[config.mk]
export PLATFORM = sky130hd
export DESIGN_NAME = clock_source_startup_select
export DESIGN_NICKNAME = d
export VERILOG_FILES = /design/src/inc/clock_select_pkg.sv /design/src/inc/startup_timer_if.sv /design/src/core/clock_source_startup_select.sv /design/src/core/startup_timer.sv
export SDC_FILE = /design/constraint.sdc
export NUM_CORES = 1
export LEC_CHECK = 0
export BUFFER_PORTS_ARGS = -buffer_cell sky130_fd_sc_hd__buf_2
export CORE_MARGIN = 2
export CORE_UTILIZATION = 50
export CTS_BUF_LIST = sky130_fd_sc_hd__clkbuf_4 sky130_fd_sc_hd__clkbuf_8
export DETAILED_ROUTE_END_ITERATION = 12
export PLACE_DENSITY_LB_ADDON = 0.08
export SETUP_SLACK_MARGIN = 0.5
export SLEW_MARGIN = 20
export SYNTH_ARGS = -nofsm -noshare
export SYNTH_HDL_FRONTEND = slang
export SYNTH_SLANG_ARGS = --single-unit
[constraint.sdc]
create_clock -name CLK -period 3.6 [get_ports CLK]
set_clock_uncertainty 0.1 [all_clocks]
set_input_delay 0.36 -clock CLK [delete_from_list [all_inputs] [get_ports CLK]]
set_output_delay 0.36 -clock CLK [all_outputs]
set_load 0.03 [all_outputs]
[src/inc/clock_select_pkg.sv]
// package: constants of the clock source and start-up block
package clock_select_pkg;
	// ============================================================
	// fuse codes
	localparam int          SRC_W         = 4;
	localparam logic [3:0]  SRC_EXTERNAL  = 4'h0;
	localparam logic [3:0]  SRC_RC        = 4'h2;
	localparam logic [3:0]  SRC_LF_1K     = 4'h6;
	localparam logic [3:0]  SRC_LF_32K    = 4'h7;
	localparam logic [1:0]  SUT_SHORT     = 2'h0;
	localparam logic [1:0]  SUT_MEDIUM    = 2'h1;
	localparam logic [1:0]  SUT_LONG      = 2'h2;
	// ============================================================
	// timing
	localparam int CLK_FREQ_MHZ    = 20;
	localparam int DELAY_4MS_US    = 4000;
	localparam int DELAY_4P1MS_US  = 4100;
	localparam int DELAY_65MS_US   = 65000;
	localparam int DELAY_4MS_CYCLES_DEF   = DELAY_4MS_US * CLK_FREQ_MHZ;
	localparam int DELAY_4P1MS_CYCLES_DEF = DELAY_4P1MS_US * CLK_FREQ_MHZ;
	localparam int DELAY_65MS_CYCLES_DEF  = DELAY_65MS_US * CLK_FREQ_MHZ;
	localparam int CYC_W = 16;
	localparam int FIX_W = 21;
	localparam logic [15:0] RESET_SRC_CYCLES = 16'h000E;
	localparam logic [15:0] WAKE_SHORT_CYCLES = 16'h0006;
	localparam logic [15:0] WAKE_LF_1K_CYCLES = 16'h0400;
	localparam int          WAKE_LF_32K_DEF   = 32768;
	// stand-in for the internal RC: half period in system clock cycles
	localparam logic [3:0]  RC_HALF_CYCLES    = 4'h3;
	// ============================================================
	// register map
	localparam logic [7:0]  ADDR_ASYNC_STATUS = 8'h00;
	localparam logic [7:0]  ADDR_PRESCALE     = 8'h04;
	localparam logic [7:0]  ADDR_CLOCK_STATUS = 8'h08;
	localparam int          ASYNC_EXT_INPUT_BIT = 0;
	localparam int          ASYNC_TIMER_OSC_BIT = 1;
	localparam int          PRESCALE_W          = 4;
	localparam logic [3:0]  PRESCALE_RESET      = 4'h0;
	localparam logic [3:0]  PRESCALE_MAX        = 4'h8;
	localparam int          STAT_TIMER_OSC_BIT  = 0;
	localparam int          STAT_RUN_BIT        = 1;
	localparam int          STAT_SLEEP_BIT      = 2;
	localparam int          STAT_SUT_LSB        = 4;
	localparam int          STAT_SRC_LSB        = 8;
	localparam logic [1:0]  HTRANS_IDLE         = 2'h0;
	localparam logic [1:0]  HTRANS_NONSEQ       = 2'h2;
endpackage

[src/inc/startup_timer_if.sv]
// interface: start-up timer request and completion
`timescale 1ns/1ps
`default_nettype none
interface startup_timer_if;
	import clock_select_pkg::*;
	logic             start;
	logic [CYC_W-1:0] src_cycles;
	logic [FIX_W-1:0] fixed_cycles;
	logic             src_tick;
	logic             busy;
	logic             done;
	modport ctrl  (output start, src_cycles, fixed_cycles, src_tick,
	               input busy, done);
	modport timer (input start, src_cycles, fixed_cycles, src_tick,
	               output busy, done);
endinterface
`default_nettype wire

[src/core/clock_source_startup_select.sv]
// module: clock source selection, start-up release and clock output
//
// Design decisions made here: the AHB-Lite interface to the registers and the placing of the registers.
`timescale 1ns/1ps
`default_nettype none
module clock_source_startup_select
#(
	parameter logic [20:0] DELAY_4MS_CYCLES   =
		21'(clock_select_pkg::DELAY_4MS_CYCLES_DEF),
	parameter logic [20:0] DELAY_4P1MS_CYCLES =
		21'(clock_select_pkg::DELAY_4P1MS_CYCLES_DEF),
	parameter logic [20:0] DELAY_65MS_CYCLES  =
		21'(clock_select_pkg::DELAY_65MS_CYCLES_DEF),
	parameter logic [15:0] WAKE_LF_32K_CYCLES =
		16'(clock_select_pkg::WAKE_LF_32K_DEF)
)
(
	input  wire logic                              CLK,
	input  wire logic                              RST,
	input  wire logic [clock_select_pkg::SRC_W-1:0] CLOCK_SOURCE_FUSES,
	input  wire logic [1:0]                        STARTUP_DELAY_FUSES,
	input  wire logic                              CLOCK_OUTPUT_FUSE,
	input  wire logic                              CRYSTAL_PIN_ONE,
	input  wire logic                              POWER_DOWN,
	input  wire logic                              GPIO_OUT,
	input  wire logic                              GPIO_OE,
	input  wire logic                              HSEL,
	input  wire logic [31:0]                       HADDR,
	input  wire logic [1:0]                        HTRANS,
	input  wire logic                              HWRITE,
	input  wire logic [2:0]                        HSIZE,
	input  wire logic [31:0]                       HWDATA,
	input  wire logic                              HREADY,
	output var  logic [31:0]                       HRDATA,
	output var  logic                              HREADYOUT,
	output var  logic                              HRESP,
	output var  logic                              INTERNAL_RESET,
	output var  logic                              SYSTEM_CLOCK_ENABLE,
	output var  logic                              SYSTEM_CLOCK,
	output var  logic                              CLOCK_OUTPUT_PIN,
	output var  logic                              CLOCK_OUTPUT_PIN_OE,
	output var  logic                              CRYSTAL_AMP_ENABLE,
	output var  logic                              TIMER_OSC_TICK
);
	import clock_select_pkg::*;

	// ============================================================
	// types and state
	typedef enum logic [2:0]
	{
		M_CAPTURE, M_RESET_WAIT, M_RUN, M_SLEEP, M_WAKE_WAIT
	} mode_type;

	typedef enum logic [1:0] {SEL_RC, SEL_EXTERNAL, SEL_LOW_FREQ} source_type;

	typedef struct packed
	{
		mode_type              mode;
		source_type            source;
		logic [SRC_W-1:0]      src_code;
		logic [1:0]            sut_code;
		logic                  pin_one;
		logic [3:0]            rc_cnt;
		logic                  rc_phase;
		logic [8:0]            div_cnt;
		logic                  sys_clk;
		logic [PRESCALE_W-1:0] prescale;
		logic                  ext_input;
		logic                  timer_osc_req;
		logic                  wr_pend;
		logic [7:0]            wr_addr;
		logic [31:0]           hrdata;
		logic                  int_reset;
		logic                  clk_enable;
		logic                  clk_out;
		logic                  clk_out_oe;
		logic                  amp_enable;
		logic                  timer_tick;
	} clock_state_type;

	clock_state_type s_q;
	clock_state_type s_d;

	startup_timer_if tif ();

	startup_timer u_timer
	(
		.CLK (CLK),
		.RST (RST),
		.tif (tif)
	);

	// ============================================================
	// helpers
	function automatic logic [FIX_W-1:0] fixed_delay
	(
		input logic [1:0] startup_delay_fuses,
		input source_type src
	);
		logic [FIX_W-1:0] v;
		v = '0;
		case (startup_delay_fuses)
			SUT_MEDIUM:
			begin
				// low-frequency crystal uses 4 ms, the others 4.1 ms
				if (src == SEL_LOW_FREQ)
				begin
					v = DELAY_4MS_CYCLES;
				end
				else
				begin
					v = DELAY_4P1MS_CYCLES;
				end
			end
			SUT_LONG:
			begin
				v = DELAY_65MS_CYCLES;
			end
			default:
			begin
				// short and reserved codes: source cycles only
				v = '0;
			end
		endcase
		return v;
	endfunction

	function automatic logic [CYC_W-1:0] wake_cycles
	(
		input logic [SRC_W-1:0] code,
		input source_type       src
	);
		logic [CYC_W-1:0] v;
		v = WAKE_SHORT_CYCLES;
		if (src == SEL_LOW_FREQ)
		begin
			if (code == SRC_LF_32K)
			begin
				v = WAKE_LF_32K_CYCLES;
			end
			else
			begin
				v = WAKE_LF_1K_CYCLES;
			end
		end
		return v;
	endfunction

	logic       src_half;
	logic       src_rise;
	logic       pin_rise;
	logic       pin_edge;
	logic       addr_phase;
	logic [8:0] div_limit;

	always_comb
	begin
		pin_rise   = CRYSTAL_PIN_ONE & ~s_q.pin_one;
		pin_edge   = CRYSTAL_PIN_ONE ^ s_q.pin_one;
		addr_phase = HSEL & HREADY & HTRANS[1];
		div_limit  = 9'((10'h001 << s_q.prescale) - 10'h001);
		if (s_q.source == SEL_RC)
		begin
			src_half = (s_q.rc_cnt == RC_HALF_CYCLES - 4'h1);
			src_rise = src_half & ~s_q.rc_phase;
		end
		else
		begin
			// both external and watch crystal enter on pin one
			src_half = pin_edge;
			src_rise = pin_rise;
		end
	end

	assign tif.src_tick = src_rise;

	// ============================================================
	// next state
	always_comb
	begin
		s_d            = s_q;
		s_d.pin_one    = CRYSTAL_PIN_ONE;
		tif.start        = 1'b0;
		tif.src_cycles   = RESET_SRC_CYCLES;
		tif.fixed_cycles = fixed_delay(s_q.sut_code, s_q.source);

		// internal RC stand-in
		if (src_half && s_q.source == SEL_RC)
		begin
			s_d.rc_cnt   = '0;
			s_d.rc_phase = ~s_q.rc_phase;
		end
		else if (s_q.source == SEL_RC)
		begin
			s_d.rc_cnt = s_q.rc_cnt + 4'h1;
		end

		// prescaled system clock toggles every 2^n source half periods
		if (src_half)
		begin
			if (s_q.div_cnt >= div_limit)
			begin
				s_d.div_cnt = '0;
				s_d.sys_clk = ~s_q.sys_clk;
			end
			else
			begin
				s_d.div_cnt = s_q.div_cnt + 9'h001;
			end
		end

		// start-up and sleep sequencing
		case (s_q.mode)
			M_CAPTURE:
			begin
				// fuses are sampled once, one cycle after reset release
				s_d.src_code = CLOCK_SOURCE_FUSES;
				s_d.sut_code = STARTUP_DELAY_FUSES;
				if (CLOCK_SOURCE_FUSES == SRC_EXTERNAL)
				begin
					s_d.source = SEL_EXTERNAL;
				end
				else if (CLOCK_SOURCE_FUSES == SRC_LF_1K ||
				         CLOCK_SOURCE_FUSES == SRC_LF_32K)
				begin
					s_d.source = SEL_LOW_FREQ;
				end
				else
				begin
					s_d.source = SEL_RC;
				end
				s_d.mode = M_RESET_WAIT;
			end
			M_RESET_WAIT:
			begin
				// start once: a restart on done would leave the timer
				// busy and make it refuse the later wake-up request
				tif.start = ~tif.busy & ~tif.done;
				if (tif.done)
				begin
					s_d.int_reset = 1'b0;
					s_d.mode      = M_RUN;
				end
			end
			M_RUN:
			begin
				if (POWER_DOWN)
				begin
					s_d.mode = M_SLEEP;
				end
			end
			M_SLEEP:
			begin
				if (!POWER_DOWN)
				begin
					tif.start        = 1'b1;
					tif.src_cycles   = wake_cycles(s_q.src_code, s_q.source);
					tif.fixed_cycles = '0;
					s_d.mode         = M_WAKE_WAIT;
				end
			end
			M_WAKE_WAIT:
			begin
				tif.src_cycles   = wake_cycles(s_q.src_code, s_q.source);
				tif.fixed_cycles = '0;
				if (tif.done)
				begin
					s_d.mode = M_RUN;
				end
			end
			default:
			begin
				s_d.mode = M_CAPTURE;
			end
		endcase
		s_d.clk_enable = (s_d.mode == M_RUN);

		// register bus: write lands in the data phase
		if (s_q.wr_pend)
		begin
			case (s_q.wr_addr)
				ADDR_ASYNC_STATUS:
				begin
					s_d.ext_input     = HWDATA[ASYNC_EXT_INPUT_BIT];
					s_d.timer_osc_req = HWDATA[ASYNC_TIMER_OSC_BIT];
				end
				ADDR_PRESCALE:
				begin
					// reserved division codes are refused
					if (HWDATA[3:0] <= PRESCALE_MAX)
					begin
						s_d.prescale = HWDATA[3:0];
					end
				end
				default:
				begin
					s_d.prescale = s_d.prescale;
				end
			endcase
		end
		s_d.wr_pend = addr_phase & HWRITE & (HADDR[31:8] == 24'h000000);
		s_d.wr_addr = HADDR[7:0];

		// read data built from the updated values, so a read right
		// behind a write sees the new contents
		s_d.hrdata = 32'h00000000;
		if (addr_phase && !HWRITE && HADDR[31:8] == 24'h000000)
		begin
			case (HADDR[7:0])
				ADDR_ASYNC_STATUS:
				begin
					s_d.hrdata[ASYNC_EXT_INPUT_BIT] = s_d.ext_input;
					s_d.hrdata[ASYNC_TIMER_OSC_BIT] = s_d.timer_osc_req;
				end
				ADDR_PRESCALE:
				begin
					s_d.hrdata[PRESCALE_W-1:0] = s_d.prescale;
				end
				ADDR_CLOCK_STATUS:
				begin
					s_d.hrdata[STAT_TIMER_OSC_BIT] = s_q.amp_enable &
						(s_q.source == SEL_RC);
					s_d.hrdata[STAT_RUN_BIT]   = (s_q.mode == M_RUN);
					s_d.hrdata[STAT_SLEEP_BIT] = (s_q.mode == M_SLEEP);
					s_d.hrdata[STAT_SUT_LSB +: 2]     = s_q.sut_code;
					s_d.hrdata[STAT_SRC_LSB +: SRC_W] = s_q.src_code;
				end
				default:
				begin
					s_d.hrdata = 32'h00000000;
				end
			endcase
		end

		// timer oscillator: only beside the RC source, the pin is free
		// then; the crystal amplifier is off when pin one is driven
		s_d.timer_tick = 1'b0;
		s_d.amp_enable = 1'b0;
		if (s_q.source == SEL_LOW_FREQ)
		begin
			s_d.amp_enable = 1'b1;
		end
		else if (s_q.source == SEL_RC && s_q.timer_osc_req)
		begin
			s_d.amp_enable = ~s_q.ext_input;
			s_d.timer_tick = pin_rise;
		end

		// clock output overrides the port function outside reset; reset clears pin and enable
		if (CLOCK_OUTPUT_FUSE)
		begin
			s_d.clk_out    = s_d.sys_clk;
			s_d.clk_out_oe = 1'b1;
		end
		else
		begin
			s_d.clk_out    = GPIO_OUT;
			s_d.clk_out_oe = GPIO_OE;
		end
	end

	// ============================================================
	// registers
	always_ff @(posedge CLK)
	begin
		if (RST)
		begin
			s_q <= '{mode: M_CAPTURE, source: SEL_RC,
			         src_code: SRC_RC, prescale: PRESCALE_RESET,
			         int_reset: 1'b1, default: '0};
		end
		else
		begin
			s_q <= s_d;
		end
	end

	// ============================================================
	// outputs
	assign HRDATA              = s_q.hrdata;
	assign HREADYOUT           = 1'b1;
	assign HRESP               = 1'b0;
	assign INTERNAL_RESET      = s_q.int_reset;
	assign SYSTEM_CLOCK_ENABLE = s_q.clk_enable;
	assign SYSTEM_CLOCK        = s_q.sys_clk;
	assign CLOCK_OUTPUT_PIN    = s_q.clk_out;
	assign CLOCK_OUTPUT_PIN_OE = s_q.clk_out_oe;
	assign CRYSTAL_AMP_ENABLE  = s_q.amp_enable;
	assign TIMER_OSC_TICK      = s_q.timer_tick;
endmodule
`default_nettype wire

[src/core/startup_timer.sv]
// module: counts source cycles, then a fixed number of system cycles
`timescale 1ns/1ps
`default_nettype none
module startup_timer
(
	input  wire logic     CLK,
	input  wire logic     RST,
	startup_timer_if.timer tif
);
	import clock_select_pkg::*;

	// ============================================================
	// state
	typedef enum logic [1:0] {T_IDLE, T_SOURCE, T_FIXED} phase_type;
	typedef struct packed
	{
		phase_type        phase;
		logic [CYC_W-1:0] src_cnt;
		logic [FIX_W-1:0] fix_cnt;
		logic [FIX_W-1:0] fix_target;
		logic             done;
	} timer_state_type;

	timer_state_type s_q;
	timer_state_type s_d;

	assign tif.busy = (s_q.phase != T_IDLE);
	assign tif.done = s_q.done;

	// ============================================================
	// sequencing
	always_comb
	begin
		s_d      = s_q;
		s_d.done = 1'b0;
		case (s_q.phase)
			T_IDLE:
			begin
				if (tif.start)
				begin
					s_d.src_cnt    = '0;
					s_d.fix_cnt    = '0;
					s_d.fix_target = tif.fixed_cycles;
					s_d.phase      = T_SOURCE;
				end
			end
			T_SOURCE:
			begin
				// oscillator cycles come first, the time-out after them
				if (tif.src_tick)
				begin
					s_d.src_cnt = s_q.src_cnt + 16'h0001;
					if (s_q.src_cnt + 16'h0001 >= tif.src_cycles)
					begin
						if (s_q.fix_target == '0)
						begin
							s_d.phase = T_IDLE;
							s_d.done  = 1'b1;
						end
						else
						begin
							s_d.phase = T_FIXED;
						end
					end
				end
			end
			T_FIXED:
			begin
				s_d.fix_cnt = s_q.fix_cnt + 21'h000001;
				if (s_q.fix_cnt + 21'h000001 >= s_q.fix_target)
				begin
					s_d.phase = T_IDLE;
					s_d.done  = 1'b1;
				end
			end
			default:
			begin
				s_d.phase = T_IDLE;
			end
		endcase
	end

	always_ff @(posedge CLK)
	begin
		if (RST)
		begin
			s_q <= '{phase: T_IDLE, default: '0};
		end
		else
		begin
			s_q <= s_d;
		end
	end
endmodule
`default_nettype wire

==> run metrics, run 1 <==
Fin. Hold Viols 0; Top Family by Delay on Critical Path compound AO/OA/AOI/OAI gates; fin area 6820 um^2; critical path fanouts, max 3; vias in the first global route slightly below 5000; final cell count without fillers 959; CTS HTree Levels 3; Hold EP CLOCK_OUTPUT_PIN_OE; clock sinks 104; critical path class flop to flop; worst hold path class input pin to flop; cells after synthesis 756; Nets 933; Yosys reg bits 104; Area growth syn-to-layout 11.6%; slew at the pin with the worst max-slew slack 908 ps; Leak 2.71 nW; WP data arrival between 3000 and 4000 ps; Vias 5302; Yosys cell types 59; Buf/Inv on CP 0; worst hold path depth 3; Diodes inserted 0; clk slew on worst S/H paths 110 ps; initial antenna violation count 0; pwr/cell area 328 nW/um^2; Die Y about 110 um; layout cell share with drive strength beyond 1 0.195; worst r2r src u_timer.s_q[22]; Final Slew Violations 0; DR pass1 iterations 4; first-pass GRT wire length 22.6 mm; RePlAce Congestion ~0.88; Max clock buf depth 2; # placed instances 932; Setup crit start kind flop; CTS tree yes; most common cell after layout, fill and taps aside nor2_1; violation count after the first detailed-route iteration 280; post-synthesis adder-cell area fraction 0.0840; Sum Neg Setup Slack 0 ps; mux contribution to synthesized area 0.00983; Synth warnings 0; row cnt 40; critical path's largest stage delay 380 ps; num ports 126; PortBufs 69; post-DP HPWL a little under 10 mm; synthesized area 6110 um^2; Worst Min Path Start GPIO_OE; FF-to-FF path depth 15; DP Area 6430 um^2; CP required 3800 ps; asr flop ratio synth 0; Post-synth EDFFs 0; post-synthesis sequential area ratio 0.341; VDD IR max between 0.2 and 0.25 mV; Routed wire per std cell 14.4 um; Syn Area/Cell a little over 8 um^2; Tot GR Track Use 0.214; Worst slew margin 0.394; Final Util 0.570; CTS root buf clkbuf_8; die span in x 115 um; largest family of logic cells by synthesized area simple AND/OR/NAND/NOR gates; FF-to-FF setup slack ~490 ps; worst r2r dst u_timer.s_q[59]; die area 13100 um^2; Starting Density 0.511; final wirelength 13.8 mm; Antenna Violating Nets Remaining 0; Final Cycle Share 0.863; final setup vio count 0; Fmax ~320 MHz; Num CTS Buffers 9; Synth Area in Compound Gates 0.167; Worst setup EP type flop; Post-Synth XOR/XNOR Area 0.0559; largest net degree at the start of global routing 85; CTS Hold Bufs 0; CORE AREA 12000 um^2; post-synthesis simple-gate area fraction 0.260; Remaining DRCs 0; vias per std cell between 5 and 6; worst-path cell chain ha_4 > and3_4 > nand4_1 > nor2_2 > nand3_2 > xnor2_2 > ha_1 > a21o_1 > a21oi_1 > nor2b_1 > a311o_1 > o211ai_1 > and4_1 > nor3_1 > o21ba_1; most frequent cells in the layout nor2_1 (91), dfxtp_1 (88), buf_2 (69); Hold Slack 67.5 ps; slowest cell on the critical path dfxtp_4; total gr overflow 0; MaxCap Viol Count 0; ys flop type dfxtp_1; worst-skew pair later-pin latency 390 ps; fin crit period 3110 ps; status finished clean; RSZ-0062 raised after global routing true
[where the power goes]
| part | internal [mW] | total, mW | switching, mW |
|---|---|---|---|
| Clock | 0.280 | 0.716 | 0.435 |
| Sequential | 1.18 | 1.20 | 0.0244 |
| Combinational | 0.109 | 0.320 | 0.211 |
| Total | 1.57 | 2.24 | 0.671 |
[worst max-delay path by stage]
stage                     from  depth (start not counted)              end
5_1_grt        u_timer.s_q[22]                         15  u_timer.s_q[59]
6_report       u_timer.s_q[22]                         15  u_timer.s_q[59]
3_3_place_gp           s_q[79]                         13  u_timer.s_q[59]
4_1_cts        u_timer.s_q[22]                         15  u_timer.s_q[59]
3_5_place_dp           s_q[79]                         13  u_timer.s_q[59]
2_1_floorplan  u_timer.s_q[23]                         16  u_timer.s_q[59]
[routing by layer]
metal / GRT usage / share of wire / vias to the layer above
met5: 0 / 0 / -
met3: 0.0498 / 0.048 / 15
li1: - / - / 2712
met1: 0.262 / 0.46 / 2448
met2: 0.372 / 0.48 / 127
met4: 0.0634 / 0.013 / 0
[state kept, by name, summed over array words and instances, names as in the netlist]
| register | cells |
|---|---|
| CLOCK_OUTPUT_PIN | 1 |
| TIMER_OSC_TICK | 1 |
| CRYSTAL_AMP_ENABLE | 1 |
| u_timer.tif.done | 1 |
| CLOCK_OUTPUT_PIN_OE | 1 |
| HRDATA | 10 |
| INTERNAL_RESET | 1 |
| u_timer.s_q | 45 |
| SYSTEM_CLOCK_ENABLE | 1 |
| s_q | 41 |
| SYSTEM_CLOCK | 1 |
[cells by family after synthesis]
kind of cell / count (synthesis)
AOI/OAI and AO/OA: 155
muxes: 6
buffers and inverters: 95
xor gates and xnor gates: 39
DFF: 104
and+or+nand+nor: 314
adders and majority gates: 41
other: 2
[worst reg2reg max path: stages, from the launching register on]
cell      delay [ps]
dfxtp_4          380
ha_4             140
and3_4           180
nand4_1          140
nor2_2           150
nand3_2          110
xnor2_2          160
ha_1             300
a21o_1           190
a21oi_1          120
nor2b_1           60
a311o_1          260
o211ai_1         230
and4_1           270
nor3_1            60
o21ba_1          170
[repair_timing]
item | 4_1_cts | 5_1_grt
pin swaps | 8 | 9
endpoints found under the setup margin | 11 | 13
buffers inserted | 6 | 5
gates resized for setup | 28 | 10
[layout make-up]
type / instances / area (um^2)
Fill cell: 1128 / 5140
Multi-Input combinational cell: 579 / 3750
Sequential cell: 104 / 2120
Timing Repair Buffer: 88 / 488
Tap cell: 147 / 184
Clock buffer: 10 / 138
Inverter: 25 / 93.8
Clock inverter: 6 / 50.0
[synthesized netlist by cell type (3+ instances only)]
| master | instances | area [um^2] |
|---|---|---|
| nand3_1 | 25 | 125 |
| ha_1 | 41 | 513 |
| inv_1 | 25 | 93.8 |
| xor2_1 | 14 | 123 |
| nor3_1 | 19 | 95.1 |
| or3_1 | 9 | 56.3 |
| buf_2 | 7 | 35.0 |
| clkbuf_1 | 25 | 93.8 |
| and3_1 | 8 | 50.1 |
| and4_1 | 5 | 43.8 |
| buf_4 | 36 | 270 |
| a311oi_1 | 4 | 35.0 |
| nand2b_1 | 6 | 37.5 |
| nor4_1 | 13 | 81.3 |
| a31oi_1 | 7 | 43.8 |
| o21a_1 | 8 | 60.1 |
| nor4b_1 | 3 | 26.3 |
| nor3b_1 | 4 | 30.0 |
| mux2i_1 | 6 | 60.1 |
| a32oi_1 | 4 | 35.0 |
| nor2_1 | 94 | 353 |
| and2_1 | 11 | 68.8 |
| nand4_1 | 18 | 113 |
| nand3_2 | 3 | 30.0 |
| nand3b_1 | 6 | 45.0 |
| a21o_1 | 12 | 90.1 |
| or2_2 | 3 | 18.8 |
| o21ai_0 | 30 | 150 |
| dfxtp_1 | 104 | 2080 |
| a22oi_1 | 17 | 128 |
| a211oi_1 | 6 | 45.0 |
| nand2_1 | 59 | 221 |
| nor2b_1 | 21 | 131 |
| xnor2_1 | 25 | 219 |
| a21oi_1 | 47 | 235 |
[through the flow]
| stage | setup WS, ps | power, mW |
|---|---|---|
| floorplan | 486 | 1.47 |
| global placement | 299 | 1.54 |
| detailed placement | 202 | 1.55 |
| CTS | 476 | 2.27 |
| global route | 273 | 2.35 |
| finish | 495 | 2.24 |
Note: power is estimated with default switching activity, not from simulation.
==> inputs of run 2 (changes only) <==
ABC_AREA = 1   (was default)
==> run 2 against run 1 <==
Effect of this change:
- maximum frequency increased by 6.4%
- sequential share of layout area about the same
- die area increased by 0.61%
- design area decreased by 1.4%
- highest routed layer unchanged
==> run metrics, run 2 <==
Num CTS Buffers 9 (unchanged); num ports 126 (unchanged); Top Family by Delay on Critical Path simple AND/OR/NAND/NOR gates (was compound AO/OA/AOI/OAI gates); PortBufs 69 (unchanged); Worst Min Path Start GPIO_OE (unchanged); Starting Density 0.512 (was 0.511); Seq pwr share 0.499 (was 0.537); worst r2r dst u_timer.s_q[60] (was u_timer.s_q[59]); FF-to-FF path depth 22 (was 15); CORE AREA 12000 um^2 (about the same); Hold EP CLOCK_OUTPUT_PIN_OE (unchanged); DR pass1 iterations 5 (was 4); filler cell count 1195 (was 1128); Post-synth EDFFs 0 (unchanged); Worst slew margin 0.495 (was 0.394); Comb pwr share 0.223 (was 0.143); asr flop ratio synth 0 (unchanged); Final Cycle Share 0.811 (was 0.863); Sum Neg Setup Slack 0 ps (unchanged); Area growth syn-to-layout 9.40% (was 11.6%); Worst setup EP type flop (unchanged); Final Slew Violations 0 (unchanged); most common cell after layout, fill and taps aside nand2_1 (was nor2_1); RePlAce Congestion 0.840 (was 0.884); WP data arrival 3150 ps (was 3300 ps); die span in x 115 um (about the same); first-pass GRT wire length 22.4 mm (was 22.6 mm); VDD IR max 0.257 mV (was 0.223 mV); Fmax 343 MHz (was 322 MHz); CP required 3830 ps (was 3800 ps); FF-to-FF setup slack 680 ps (was 490 ps); Diodes inserted 0 (unchanged); total gr overflow 0 (unchanged); Fin. Hold Viols 0 (unchanged); Synth warnings 0 (unchanged); final wirelength 13.5 mm (was 13.8 mm); Tot GR Track Use 0.209 (was 0.214); die area 13200 um^2 (was 13100 um^2); synth top area cells dfxtp_1 (34%), nand2_1 (12%), ha_1 (8.3%), inv_1 (6.0%), nor2_1 (6.0%) (was dfxtp_1 (34%), ha_1 (8.4%), nor2_1 (5.8%), buf_4 (4.4%), a21oi_1 (3.9%)); Net Sw Frac 0.349 (was 0.300); MaxCap Viol Count 0 (unchanged); initial antenna violation count 0 (unchanged); P_int 1.63 mW (was 1.57 mW); clock sinks 104 (unchanged); ys flop type dfxtp_1 (unchanged); Syn Area/Cell 7.13 um^2 (was 8.08 um^2); pwr/cell area 371 nW/um^2 (was 328 nW/um^2); Buf/Inv on CP 1 (was 0); Final Util 0.560 (was 0.570); row cnt 40 (unchanged); area share of the largest cell type after synthesis 0.339 (was 0.341); cells after synthesis 862 (was 756); synthesized area 6150 um^2 (was 6110 um^2); Setup crit start kind flop (unchanged); Yosys cell types 45 (was 59); CTS Hold Bufs 0 (unchanged); post-DP HPWL 10.2 mm (was 9.76 mm); Nets 1045 (was 933); most frequent cells in the layout nand2_1 (198), dfxtp_1 (100), inv_1 (98) (was nor2_1 (91), dfxtp_1 (88), buf_2 (69)); CTS HTree Levels 3 (unchanged); layout cell share with drive strength beyond 1 0.160 (was 0.195); Yosys reg bits 104 (unchanged); CTS tree yes (unchanged); vias per std cell 5.07 (was 5.53); critical path fanouts, max 4 (was 3); Die Y 115 um (about the same); violation count after the first detailed-route iteration 327 (was 280); Max clock buf depth 2 (unchanged); worst-skew pair later-pin latency 390 ps (about the same); clock power share 0.279 (was 0.320); status finished clean (unchanged); RSZ-0062 raised after global routing false (was true); worst-path cell chain ha_4 > nand2_4 > nor2_4 > nand3_4 > inv_2 > nand3_4 > nor2_4 > nand3_4 > xnor2_2 > ha_1 > nand2_1 > nor2_2 > nand4_1 > nor2_1 > nand3_1 > nand2_1 > nand2_1 > nand4_2 > nand2_2 > nor2_2 > nor2_1 > nor2_1 (was ha_4 > and3_4 > nand4_1 > nor2_2 > nand3_2 > xnor2_2 > ha_1 > a21o_1 > a21oi_1 > nor2b_1 > a311o_1 > o211ai_1 > and4_1 > nor3_1 > o21ba_1); Biggest register u_timer.s_q (unchanged); worst r2r src u_timer.s_q[22] (unchanged); most frequent cell after synthesis nand2_1 (was dfxtp_1); CTS root buf clkbuf_8 (unchanged); clk slew on worst S/H paths 100 ps (was 110 ps); slowest cell on the critical path dfxtp_4 (unchanged); Routed wire per std cell 12.6 um (was 14.4 um); critical path class flop to flop (unchanged); critical path's largest stage delay 380 ps (about the same); worst hold path depth 3 (unchanged); vias in the first global route 5088 (was 4939); cell taking the most area after synthesis dfxtp_1 (unchanged); worst hold path class input pin to flop (unchanged); slew at the pin with the worst max-slew slack 757 ps (was 908 ps); fin crit period 2920 ps (was 3110 ps); Remaining DRCs 0 (unchanged); Psw 871 uW (was 671 uW); largest net degree at the start of global routing 71 (was 85); Vias 5431 (was 5302); final setup vio count 0 (unchanged); top post-synthesis cells by count nand2_1 (200), dfxtp_1 (104), inv_1 (98), nor2_1 (98), a21oi_1 (70) (was dfxtp_1 (104), nor2_1 (94), nand2_1 (59), a21oi_1 (47), ha_1 (41)); Leak 3.05 nW (was 2.71 nW); max FFs per register 45 (unchanged); post-synthesis sequential area ratio 0.339 (was 0.341); Antenna Violating Nets Remaining 0 (unchanged)
-- run 2: changes by cell type after synthesis, sizes merged, moves of 11 or more --
cell	before	now
a21o	12	0
a21oi	47	70
a22oi	17	2
and2	12	1
clkbuf	25	9
inv	25	102
nand2	59	207
nand3	28	44
nor2	96	112
nor2b	21	0
nor3	19	8
xnor2	25	11
-- run 2: kinds of logic after synthesis --
group                      Yosys count  synth area share
xor gates and xnor gates            32            0.0456
buffers and inverters              153             0.117
and+or+nand+nor                    423             0.320
AOI/OAI and AO/OA                  107            0.0949
adders and majority gates           41            0.0835
DFF                                104             0.339
other                                2           0.00122
-- run 2: worst min-delay path: cells and delay by family --
kind	cells	cell delay [ps]
simple gates	2	100
buf+inv	1	70
-- run 2: final cells by class --
type | count | area [um^2] | share of cell area
multi-input combinational | 627 | 3510 | 0.521
sequential | 104 | 2090 | 0.311
inverter | 104 | 390 | 0.0580
clock buffer | 9 | 124 | 0.0184
clock inverter | 7 | 55.1 | 0.00819
tap | 147 | 184 | 0.0273
timing repair buffer | 73 | 375 | 0.0558
-- run 2: what timing repair did --
action | 4_1_cts | 5_1_grt
pin swaps | 1 | 9
endpoints found under the setup margin | 2 | 14
setup buffers | 1 | 2
gates resized for setup | 1 | 22
endpoints found under the hold margin | 0 | 0
-- run 2: routing by layer --
layer  vias up  routed length [um]  global-route usage
met4         0                 255              0.0795
met3        16                 509              0.0485
met2        83                6600               0.360
met1      2490                6160               0.254
met5         -                   0                   0
li1       2842                   -                   -
-- run 2: stage by stage --
| stage | cell area (um^2) | power, mW | hold WS, ps | cells | setup slack, ps |
|---|---|---|---|---|---|
| 4_1_cts | 6630 | 2.51 | 52.3 | 1069 | 524 |
| 5_1_grt | 6730 | 2.64 | 58.1 | 1071 | 474 |
| 2_1_floorplan | 6230 | 1.71 | 331 | 884 | 851 |
| 6_report | 6730 | 2.50 | 69.9 | 1071 | 682 |
| 3_3_place_gp | 6440 | 1.80 | 331 | 1052 | 550 |
| 3_5_place_dp | 6440 | 1.81 | 335 | 1052 | 466 |
-- run 2: power by group through the flow --
| stage | logic, mW | registers (mW) | clock network [mW] |
|---|---|---|---|
| 2_1_floorplan | 0.435 | 1.27 | 0 |
| 3_3_place_gp | 0.536 | 1.27 | 0 |
| 3_5_place_dp | 0.546 | 1.27 | 0 |
| 4_1_cts | 0.548 | 1.24 | 0.721 |
| 5_1_grt | 0.629 | 1.25 | 0.759 |
| 6_report | 0.556 | 1.25 | 0.696 |
-- run 2: how the worst max path moves through the flow --
stage	start	endpoint	slack (ps)	cells after the start
floorplan	u_timer.s_q[22]	u_timer.s_q[59]	850	22
global placement	u_timer.s_q[22]	u_timer.s_q[59]	550	22
detailed placement	u_timer.s_q[22]	u_timer.s_q[60]	470	22
CTS	u_timer.s_q[22]	u_timer.s_q[60]	520	22
global route	u_timer.s_q[22]	u_timer.s_q[60]	470	22
finish	u_timer.s_q[22]	u_timer.s_q[60]	680	22
